[src/rtl/sec_regs.svh]
// Constants for the serial EEPROM controller: codes, frame layout, timing
`ifndef SEC_REGS_SVH
`define SEC_REGS_SVH

`define SEC_SIGNATURE 8'hA5
`define SEC_ADDR_BYTES 3'h6
`define SEC_SHORT_LEN 5'h0A
`define SEC_LONG_LEN 5'h12
`define SEC_START_BIT 1'h1
`define SEC_NO_DATA 8'h00

// Host command codes in the command code field
`define SEC_CMD_READ 3'h0
`define SEC_CMD_ERASE_WRITE_DISABLE_CMD 3'h1
`define SEC_CMD_ERASE_WRITE_ENABLE_CMD 3'h2
`define SEC_CMD_WRITE 3'h3
`define SEC_CMD_WRITE_ALL_LOCATIONS_CMD 3'h4
`define SEC_CMD_ERASE 3'h5
`define SEC_CMD_ERASE_ALL_CMD 3'h6
`define SEC_CMD_RELOAD 3'h7

// Serial opcodes and extended-command address patterns
`define SEC_OP_EXT 2'h0
`define SEC_OP_WRITE 2'h1
`define SEC_OP_READ 2'h2
`define SEC_OP_ERASE 2'h3
`define SEC_EXT_ERASE_WRITE_DISABLE_CMD 7'h00
`define SEC_EXT_WRITE_ALL_LOCATIONS_CMD 7'h20
`define SEC_EXT_ERASE_ALL_CMD 7'h40
`define SEC_EXT_ERASE_WRITE_ENABLE_CMD 7'h60

// Timing: system clock 40 MHz, serial half period, response limit
`define SEC_CLK_PERIOD_NS 25
`define SEC_HALF_NS 500
`define SEC_HALF_CYC ((`SEC_HALF_NS + `SEC_CLK_PERIOD_NS - 1) / `SEC_CLK_PERIOD_NS)
`define SEC_TIMEOUT_NS 30000000
`define SEC_TIMEOUT_CYC (`SEC_TIMEOUT_NS / `SEC_CLK_PERIOD_NS)
// Poll cycles before the ready level is trusted: pin register plus two sync flops
`define SEC_POLL_SETTLE 4

`endif

[src/rtl/sec_pkg.sv]
// Types shared by the serial EEPROM controller
package sec_pkg;

  // Host write to the EEPROM command register
  typedef struct packed {
    logic [2:0] code;
    logic [6:0] location;
    logic start;
  } sec_cmd_t;

  // Serial memory pins
  typedef struct packed {
    logic select;
    logic clock;
    logic dataOut;
    logic dataOe;
  } sec_pins_t;

  typedef enum logic [1:0] {
    SecIdle,
    SecFrame,
    SecGap,
    SecPoll
  } sec_state_t;

endpackage : sec_pkg

[src/rtl/sec_eeprom_ctrl.sv]
// Serial EEPROM controller: station address load and host commands
//
// Behaviour
// - After any reset read location zero; memory valid only if it holds A5h.
// - On valid signature load six following bytes into station address, byte 0 first.
// - Set address-loaded once all six bytes are stored.
// - Bad signature ends load; address untouched, loaded bit left clear from load start.
// - Reload command repeats check and load; loaded bit shows success.
// - Command runs only when busy is set; busy clears itself when done.
// - Read byte sits in the data register when busy clears.
// - No memory response within 30 ms abandons operation and sets timeout.
// - Interface disabled: pins become general outputs or internal monitors.
// - Memory is 128 locations of 8 bits; read, write, erase supported.
// - Frames last 10 serial clocks for short commands, 18 for data ones.
// - Write-all stores the data register byte into every location.
`timescale 1ns/1ps
`default_nettype none
`include "sec_regs.svh"

module sec_eeprom_ctrl #(
  parameter int TIMEOUT_CYCLES = `SEC_TIMEOUT_CYC
) (
  input wire logic clock,
  input wire logic rst_n,
  input wire logic softReset,
  input wire logic cmdWrite,
  input wire sec_pkg::sec_cmd_t cmdIn,
  input wire logic dataWrite,
  input wire logic [7:0] dataIn,
  input wire logic interfaceEnable,
  input wire logic monitorSelect,
  input wire logic [1:0] gpioValue,
  input wire logic [1:0] monitorSignals,
  input wire logic memDataIn,
  output logic operationBusyBit,
  output logic responseTimeoutFlag,
  output logic addressLoaded,
  output logic [7:0] eepromDataRegister,
  output logic [31:0] stationAddressLow,
  output logic [15:0] stationAddressHigh,
  output sec_pkg::sec_pins_t memPins
);

  localparam int HW = $clog2(`SEC_HALF_CYC + 1);
  localparam int TW = $clog2(TIMEOUT_CYCLES + 1);

  sec_pkg::sec_state_t state, next_state;
  sec_pkg::sec_cmd_t curCmd, next_curCmd;
  sec_pkg::sec_pins_t ctlPins, next_ctlPins, next_memPins;
  logic busy, next_busy, timeout, next_timeout, loaded, next_loaded;
  logic loading, next_loading;
  logic [2:0] loadIndex, next_loadIndex;
  logic [7:0] dataReg, next_dataReg, rxShift, next_rxShift;
  logic [47:0] stationAddress, next_stationAddress;
  logic [17:0] shifter, next_shifter;
  logic [4:0] bitCount, next_bitCount, frameLen, next_frameLen;
  logic [HW-1:0] tickCount, next_tickCount;
  logic [TW-1:0] waitCount, next_waitCount;
  logic dinMeta, dinSync, tick;

  // frame layout
  // Start bit, opcode, 7-bit location, then data, left aligned
  function automatic logic [17:0] frameFor(logic [2:0] code, logic [6:0] loc,
                                           logic [7:0] data);
    logic [17:0] f;
    f = {`SEC_START_BIT, `SEC_OP_READ, loc, `SEC_NO_DATA};
    unique case (code)
      `SEC_CMD_WRITE: f = {`SEC_START_BIT, `SEC_OP_WRITE, loc, data};
      `SEC_CMD_ERASE: f = {`SEC_START_BIT, `SEC_OP_ERASE, loc, `SEC_NO_DATA};
      `SEC_CMD_ERASE_WRITE_ENABLE_CMD: f = {`SEC_START_BIT, `SEC_OP_EXT, `SEC_EXT_ERASE_WRITE_ENABLE_CMD, `SEC_NO_DATA};
      `SEC_CMD_ERASE_WRITE_DISABLE_CMD: f = {`SEC_START_BIT, `SEC_OP_EXT, `SEC_EXT_ERASE_WRITE_DISABLE_CMD, `SEC_NO_DATA};
      `SEC_CMD_ERASE_ALL_CMD: f = {`SEC_START_BIT, `SEC_OP_EXT, `SEC_EXT_ERASE_ALL_CMD, `SEC_NO_DATA};
      `SEC_CMD_WRITE_ALL_LOCATIONS_CMD: f = {`SEC_START_BIT, `SEC_OP_EXT, `SEC_EXT_WRITE_ALL_LOCATIONS_CMD, data};
      default: f = {`SEC_START_BIT, `SEC_OP_READ, loc, `SEC_NO_DATA};
    endcase
    return f;
  endfunction : frameFor

  // Commands that program the array and must be polled for ready
  function automatic logic needsPoll(logic [2:0] code);
    return code == `SEC_CMD_WRITE || code == `SEC_CMD_WRITE_ALL_LOCATIONS_CMD ||
           code == `SEC_CMD_ERASE || code == `SEC_CMD_ERASE_ALL_CMD;
  endfunction : needsPoll

  function automatic logic [4:0] lenFor(logic [2:0] code);
    return (code == `SEC_CMD_READ || code == `SEC_CMD_WRITE || code == `SEC_CMD_WRITE_ALL_LOCATIONS_CMD)
           ? `SEC_LONG_LEN : `SEC_SHORT_LEN;
  endfunction : lenFor

  // Data pin comes from another domain: two flops before use
  always_ff @(posedge clock or negedge rst_n) begin
    if (!rst_n) begin
      dinMeta <= 1'b0;
      dinSync <= 1'b0;
    end else begin
      dinMeta <= memDataIn;
      dinSync <= dinMeta;
    end
  end

  // Controller next state
  always_comb begin
    next_state = state;
    next_curCmd = curCmd;
    next_ctlPins = ctlPins;
    next_busy = busy;
    next_timeout = timeout;
    next_loaded = loaded;
    next_loading = loading;
    next_loadIndex = loadIndex;
    next_dataReg = dataReg;
    next_rxShift = rxShift;
    next_stationAddress = stationAddress;
    next_shifter = shifter;
    next_bitCount = bitCount;
    next_frameLen = frameLen;
    next_waitCount = waitCount;
    tick = (tickCount == HW'(`SEC_HALF_CYC - 1));
    next_tickCount = tick ? '0 : tickCount + HW'(1);
    if (dataWrite && !busy) begin
      next_dataReg = dataIn;
    end
    if (softReset) begin
      next_state = sec_pkg::SecIdle;
      next_ctlPins = '0;
      next_loading = 1'b1;
      next_loadIndex = '0;
      next_loaded = 1'b0;
      next_busy = 1'b1;
    end else if (interfaceEnable) begin
      // Disabled interface freezes the sequencer mid-step
      unique case (state)
        sec_pkg::SecIdle: begin
          // launch only on host busy write
          if (!loading && !busy && cmdWrite && cmdIn.start) begin
            next_curCmd = cmdIn;
            next_busy = 1'b1;
            next_timeout = 1'b0;
            if (cmdIn.code == `SEC_CMD_RELOAD) begin
              next_loading = 1'b1;
              next_loadIndex = '0;
              next_loaded = 1'b0;
            end
          end
          if (loading || (!busy && cmdWrite && cmdIn.start &&
                          cmdIn.code != `SEC_CMD_RELOAD)) begin
            if (loading) begin
              next_shifter = frameFor(`SEC_CMD_READ, 7'(loadIndex), `SEC_NO_DATA);
              next_frameLen = `SEC_LONG_LEN;
            end else begin
              next_shifter = frameFor(cmdIn.code, cmdIn.location, dataReg);
              next_frameLen = lenFor(cmdIn.code);
            end
            next_ctlPins = '{select: 1'b1, clock: 1'b0,
                             dataOut: next_shifter[17], dataOe: 1'b1};
            next_bitCount = '0;
            next_tickCount = '0;
            next_state = sec_pkg::SecFrame;
          end
        end
        sec_pkg::SecFrame: begin
          if (tick && !ctlPins.clock) begin
            next_ctlPins.clock = 1'b1;
            next_bitCount = bitCount + 5'h01;
          end else if (tick) begin
            // Sample late in the high phase so read data has settled
            next_rxShift = {rxShift[6:0], dinSync};
            next_ctlPins.clock = 1'b0;
            // stop after the fixed clock count
            if (bitCount == frameLen) begin
              next_ctlPins = '0;
              next_state = sec_pkg::SecGap;
            end else begin
              next_shifter = {shifter[16:0], 1'b0};
              next_ctlPins.dataOut = shifter[16];
              // release data line
              // Location is out after the short-frame count; the memory owns the line then
              if (bitCount == `SEC_SHORT_LEN && (loading || curCmd.code == `SEC_CMD_READ)) begin
                next_ctlPins.dataOe = 1'b0;
              end
            end
          end
        end
        sec_pkg::SecGap: begin
          if (tick) begin
            next_state = sec_pkg::SecIdle;
            if (!loading && needsPoll(curCmd.code)) begin
              // Reselect and wait for the memory to signal ready
              next_ctlPins.select = 1'b1;
              next_waitCount = '0;
              next_state = sec_pkg::SecPoll;
            end else if (!loading) begin
              // read byte ready with busy clear
              if (curCmd.code == `SEC_CMD_READ) begin
                next_dataReg = rxShift;
              end
              next_busy = 1'b0;
            end else if (loadIndex == 3'h0) begin
              if (rxShift == `SEC_SIGNATURE) begin
                next_loadIndex = 3'h1;
              end else begin
                next_loading = 1'b0;
                next_busy = 1'b0;
              end
            end else begin
              next_stationAddress[6'({loadIndex - 3'h1, 3'h0}) +: 8] = rxShift;
              next_loadIndex = loadIndex + 3'h1;
              if (loadIndex == `SEC_ADDR_BYTES) begin
                next_loaded = 1'b1;
                next_loading = 1'b0;
                next_busy = 1'b0;
              end
            end
          end
        end
        sec_pkg::SecPoll: begin
          next_waitCount = waitCount + TW'(1);
          // Early samples still show the released line from before reselect
          if (dinSync && waitCount >= TW'(`SEC_POLL_SETTLE)) begin
            next_ctlPins = '0;
            next_busy = 1'b0;
            next_state = sec_pkg::SecIdle;
          end else if (waitCount == TW'(TIMEOUT_CYCLES - 1)) begin
            next_timeout = 1'b1;
            next_ctlPins = '0;
            next_busy = 1'b0;
            next_state = sec_pkg::SecIdle;
          end
        end
      endcase
    end
  end

  // Controller registers
  always_ff @(posedge clock or negedge rst_n) begin
    if (!rst_n) begin
      state <= sec_pkg::SecIdle;
      curCmd <= '0;
      ctlPins <= '0;
      busy <= 1'b1;
      timeout <= 1'b0;
      loaded <= 1'b0;
      loading <= 1'b1;
      loadIndex <= '0;
      dataReg <= '0;
      rxShift <= '0;
      stationAddress <= '0;
      shifter <= '0;
      bitCount <= '0;
      frameLen <= '0;
      tickCount <= '0;
      waitCount <= '0;
    end else begin
      state <= next_state;
      curCmd <= next_curCmd;
      ctlPins <= next_ctlPins;
      busy <= next_busy;
      timeout <= next_timeout;
      loaded <= next_loaded;
      loading <= next_loading;
      loadIndex <= next_loadIndex;
      dataReg <= next_dataReg;
      rxShift <= next_rxShift;
      stationAddress <= next_stationAddress;
      shifter <= next_shifter;
      bitCount <= next_bitCount;
      frameLen <= next_frameLen;
      tickCount <= next_tickCount;
      waitCount <= next_waitCount;
    end
  end

  // pin sharing when interface is disabled
  always_comb begin
    next_memPins = ctlPins;
    if (!interfaceEnable) begin
      next_memPins.select = 1'b0;
      next_memPins.clock = monitorSelect ? monitorSignals[1] : gpioValue[1];
      next_memPins.dataOut = monitorSelect ? monitorSignals[0] : gpioValue[0];
      next_memPins.dataOe = 1'b1;
    end
  end

  // Pin register
  always_ff @(posedge clock or negedge rst_n) begin
    if (!rst_n) begin
      memPins <= '0;
    end else begin
      memPins <= next_memPins;
    end
  end

  assign operationBusyBit = busy;
  assign responseTimeoutFlag = timeout;
  assign addressLoaded = loaded;
  assign eepromDataRegister = dataReg;
  assign stationAddressLow = stationAddress[31:0];
  assign stationAddressHigh = stationAddress[47:32];
endmodule : sec_eeprom_ctrl
`default_nettype wire

[config.mk]
export PLATFORM = sky130hd
export DESIGN_NAME = sec_eeprom_ctrl
export DESIGN_NICKNAME = d
export VERILOG_FILES = /design/src/rtl/sec_pkg.sv /design/src/rtl/sec_eeprom_ctrl.sv
export VERILOG_INCLUDE_DIRS = /design/src /design/src/rtl
export SDC_FILE = /design/constraint.sdc
export NUM_CORES = 1
export LEC_CHECK = 0
export ABC_CLOCK_PERIOD_IN_PS = 3200
export BUFFER_PORTS_ARGS = -buffer_cell sky130_fd_sc_hd__buf_2
export CAP_MARGIN = 20
export CORE_MARGIN = 5
export CORE_UTILIZATION = 30
export CTS_BUF_LIST = sky130_fd_sc_hd__clkbuf_4 sky130_fd_sc_hd__clkbuf_8
export DETAILED_ROUTE_END_ITERATION = 12
export SYNTH_ARGS = -nofsm -noshare
export SYNTH_HDL_FRONTEND = slang
export SYNTH_SLANG_ARGS = --single-unit
export TNS_END_PERCENT = 50
[constraint.sdc]
create_clock -name clock -period 3.2 [get_ports clock]
set_input_delay 0.64 -clock clock [delete_from_list [all_inputs] [get_ports clock]]
set_output_delay 0.64 -clock clock [all_outputs]
set_load 0.02 [all_outputs]
==> qor.yml <==
critical_path:
  crit_path_end_kind: "flop"
  start_kind: "flop"
  worstSetupStartpoint: "loadIndex[1]$_DFFE_PN0P_"
  arrival_ns: 3.00
  path_class: "reg -> reg"
  ff2ff_setup_slack_ns: 0.53
  reg2reg_depth: 7
  r2r-start: "loadIndex[1]$_DFFE_PN0P_"
  worstPathMaxFanout: 8
  required_ns: 3.53
sta:
  drv_slew: 0
  skew_ns: 0.0169
  fin_ws_ns: 0.527
  holdWs_ns: 0.164
  post-route-period-util_pct: 83.5
  report.final.hold_viol_count: 0
  fmax_mhz: 374
  relSlewSlack_pct: 49.1
  setup_violations: 0
  tns_ns: 0
  period_needed_ns: 2.67
  tightestPinTransition_ns: 0.756
  rsz0062_at_grt: "no"
min_path:
  hold_class: "in -> async"
die:
  coreArea_um2: 22600
  io_pins: 94
  fp.dieH_um: 162
  initial_core_util_pct: 30.5
  rows: 55
  die-area_um2: 26100
  die_w_um: 162
placement:
  dp_hpwl_mm: 12.0
  place_congestion: 0.836
  place.port_buffers: 93
  dp_slack_ns: 0.543
  dpl-instance-area_um2: 7730
routing:
  drt-total-wl_mm: 16.9
  wl_per_cell_um: 16.1
  postRouteAntennaNets: 0
  vias: 5160
  drtIter0Drc: 341
  viasPerCell: 4.90
  firstDrtPassIters: 5
  drcViolationCount: 0
clocking:
  cts_root_buffer: "clkbuf_8"
  post_cts_resized: 0
  postCtsSetupRepairBufs: 0
  cts_sinks: 137
  clock_latency_ns: 0.45
  hold_buffers: 0
  cts_htree_levels: 4
  numCtsBuffers: 17
  cts_buffer_depth: 2
  tritoncts: "yes"
  clkTransAtPathRegs_ns: 0.08
grt:
  antenna_found_initial: 0
  overflow: 0
  grt_pass1_vias: 5321
  grt_use_total_pct: 13.3
  grt_pass1_wl_mm: 28.0
  grt_max_degree: 63
logic_synthesis:
  synth_seq_cells: 137
  yosys_warnings: 0
  ys.flop_type: "dfrtp_1"
  netlist_instances: 655
  ys_seq_area_share_pct: 49.7
  synthArstFlopShare_pct: 100
  synth_nets: 698
  ys_types: 63
  syn_area_per_cell_um2: 10.5
  syn_area_um2: 6900
  synth_edf_count: 0
power_and_ir_drop:
  peakVddDrop_uv: 300
  power_density_nw_per_um2: 598
  leakage_nw: 3.78
layout:
  n_antenna_cell: 0
  stdcell_area_um2: 8150
  area_delta_synth_final_pct: 18.2
  seq_area_um2: 3430
  drive_gt1_share_pct: 28.1
  fillers: 2268
  multi_input_area_um2: 3170
  nets: 798
run:
  maxCapViolCount: 0
run_status:
  status: "completed"
-- report_power, final --
| group | total (W) | switching [W] | internal, W |
|---|---|---|---|
| clock | 0.00152 | 0.000716 | 0.000808 |
| sequential | 0.00223 | 0.000235 | 0.00199 |
| combinational | 0.00112 | 0.000624 | 0.000499 |
-- cells in the mapped netlist (12+ instances only) --
cell type	instances	area [um2]
dfrtp_1	135	3380
mux2_2	53	597
nor2_1	52	195
nand2_1	42	158
inv_1	41	154
o21ai_0	33	165
mux2i_1	30	300
nand3_1	29	145
a21oi_1	27	135
nor3_1	17	85.1
and2_1	15	93.8
clkbuf_1	14	52.6
xnor2_1	14	123
ha_1	12	150
or3_1	12	75.1
-- cells in the final DEF, fill, tap and decap left out, types with 27 or more instances in the layout --
master / instances
inv_1: 41
a21oi_1: 27
mux2i_1: 30
nand2_1: 42
nor2_1: 52
buf_2: 92
mux2_2: 53
o21ai_0: 33
nand3_1: 29
dfrtp_1: 135
-- per-stage QoR --
step	total power, W	cells	utilization [%]
after floorplan	0.00302	655	-
after global placement	0.00338	1021	34.1
after detailed placement	0.00339	1021	34.1
after CTS	0.00494	1053	36.0
after global routing	0.00516	1053	36.0
final	0.00487	1053	36.0
-- critical path: stages (launching register included) --
cell and delay (ns):
dfrtp_1 0.44, inv_1 0.11, ha_1 0.20, xnor2_1 0.33, ha_1 0.33, nor3b_1 0.33
and2_1 0.44, mux2_2 0.38
-- metal layers --
layer  vias to the layer above  part of all wire (%)  GRT usage (%)
li1                       2514                     -              -
met1                      2523                    47           18.2
met2                       110                    47           21.2
met3                        13                   4.9           3.19
met4                         0                  0.97           3.77
met5                         -                     0              0
-- worst paths after layout --
check,end
min reg2reg,dinSync$_DFF_PN0_
min in group clock,dinMeta$_DFF_PN0_
max in group asynchronous,waitCount[11]$_DFFE_PN0P_
max reg2reg,stationAddress[12]$_DFFE_PN0P_
max,stationAddress[12]$_DFFE_PN0P_
min,stationAddress[13]$_DFFE_PN0P_
-- layout make-up --
type	instances	area share, %
clock buffer	19	3.13
clock inverter	13	2.06
inverter	41	1.89
multi-input combinational	446	38.9
sequential	137	42.1
tap	285	4.38
timing repair buffer	112	7.54
-- state kept, by name, indices dropped and copies added (netlist names) --
| register | count |
|---|---|
| addressLoaded | 1 |
| bitCount | 5 |
| ctlPins | 4 |
| curCmd | 3 |
| dinMeta | 1 |
| dinSync | 1 |
| eepromDataRegister | 8 |
| frameLen | 3 |
| loadIndex | 3 |
| loading | 1 |
| memPins | 4 |
| operationBusyBit | 1 |
| responseTimeoutFlag | 1 |
| rxShift | 8 |
| shifter | 17 |
| state | 2 |
| stationAddress | 48 |
| tickCount | 5 |
| waitCount | 21 |
-- kinds of logic (layout without fill, tap and decap cells) --
logic type                 Yosys count  after routing  share of synthesized area [%]
and+or+nand+nor                    225            225                           18.4
DFF                                137            137                           49.7
AOI/OAI and AO/OA                  103            103                           9.49
muxes                               83             83                           13.0
buffers and inverters               72            185                           4.28
xor gates and xnor gates            23             23                           2.92
adders and majority gates           12             12                           2.18
Note: power is estimated with default switching activity, not from simulation.
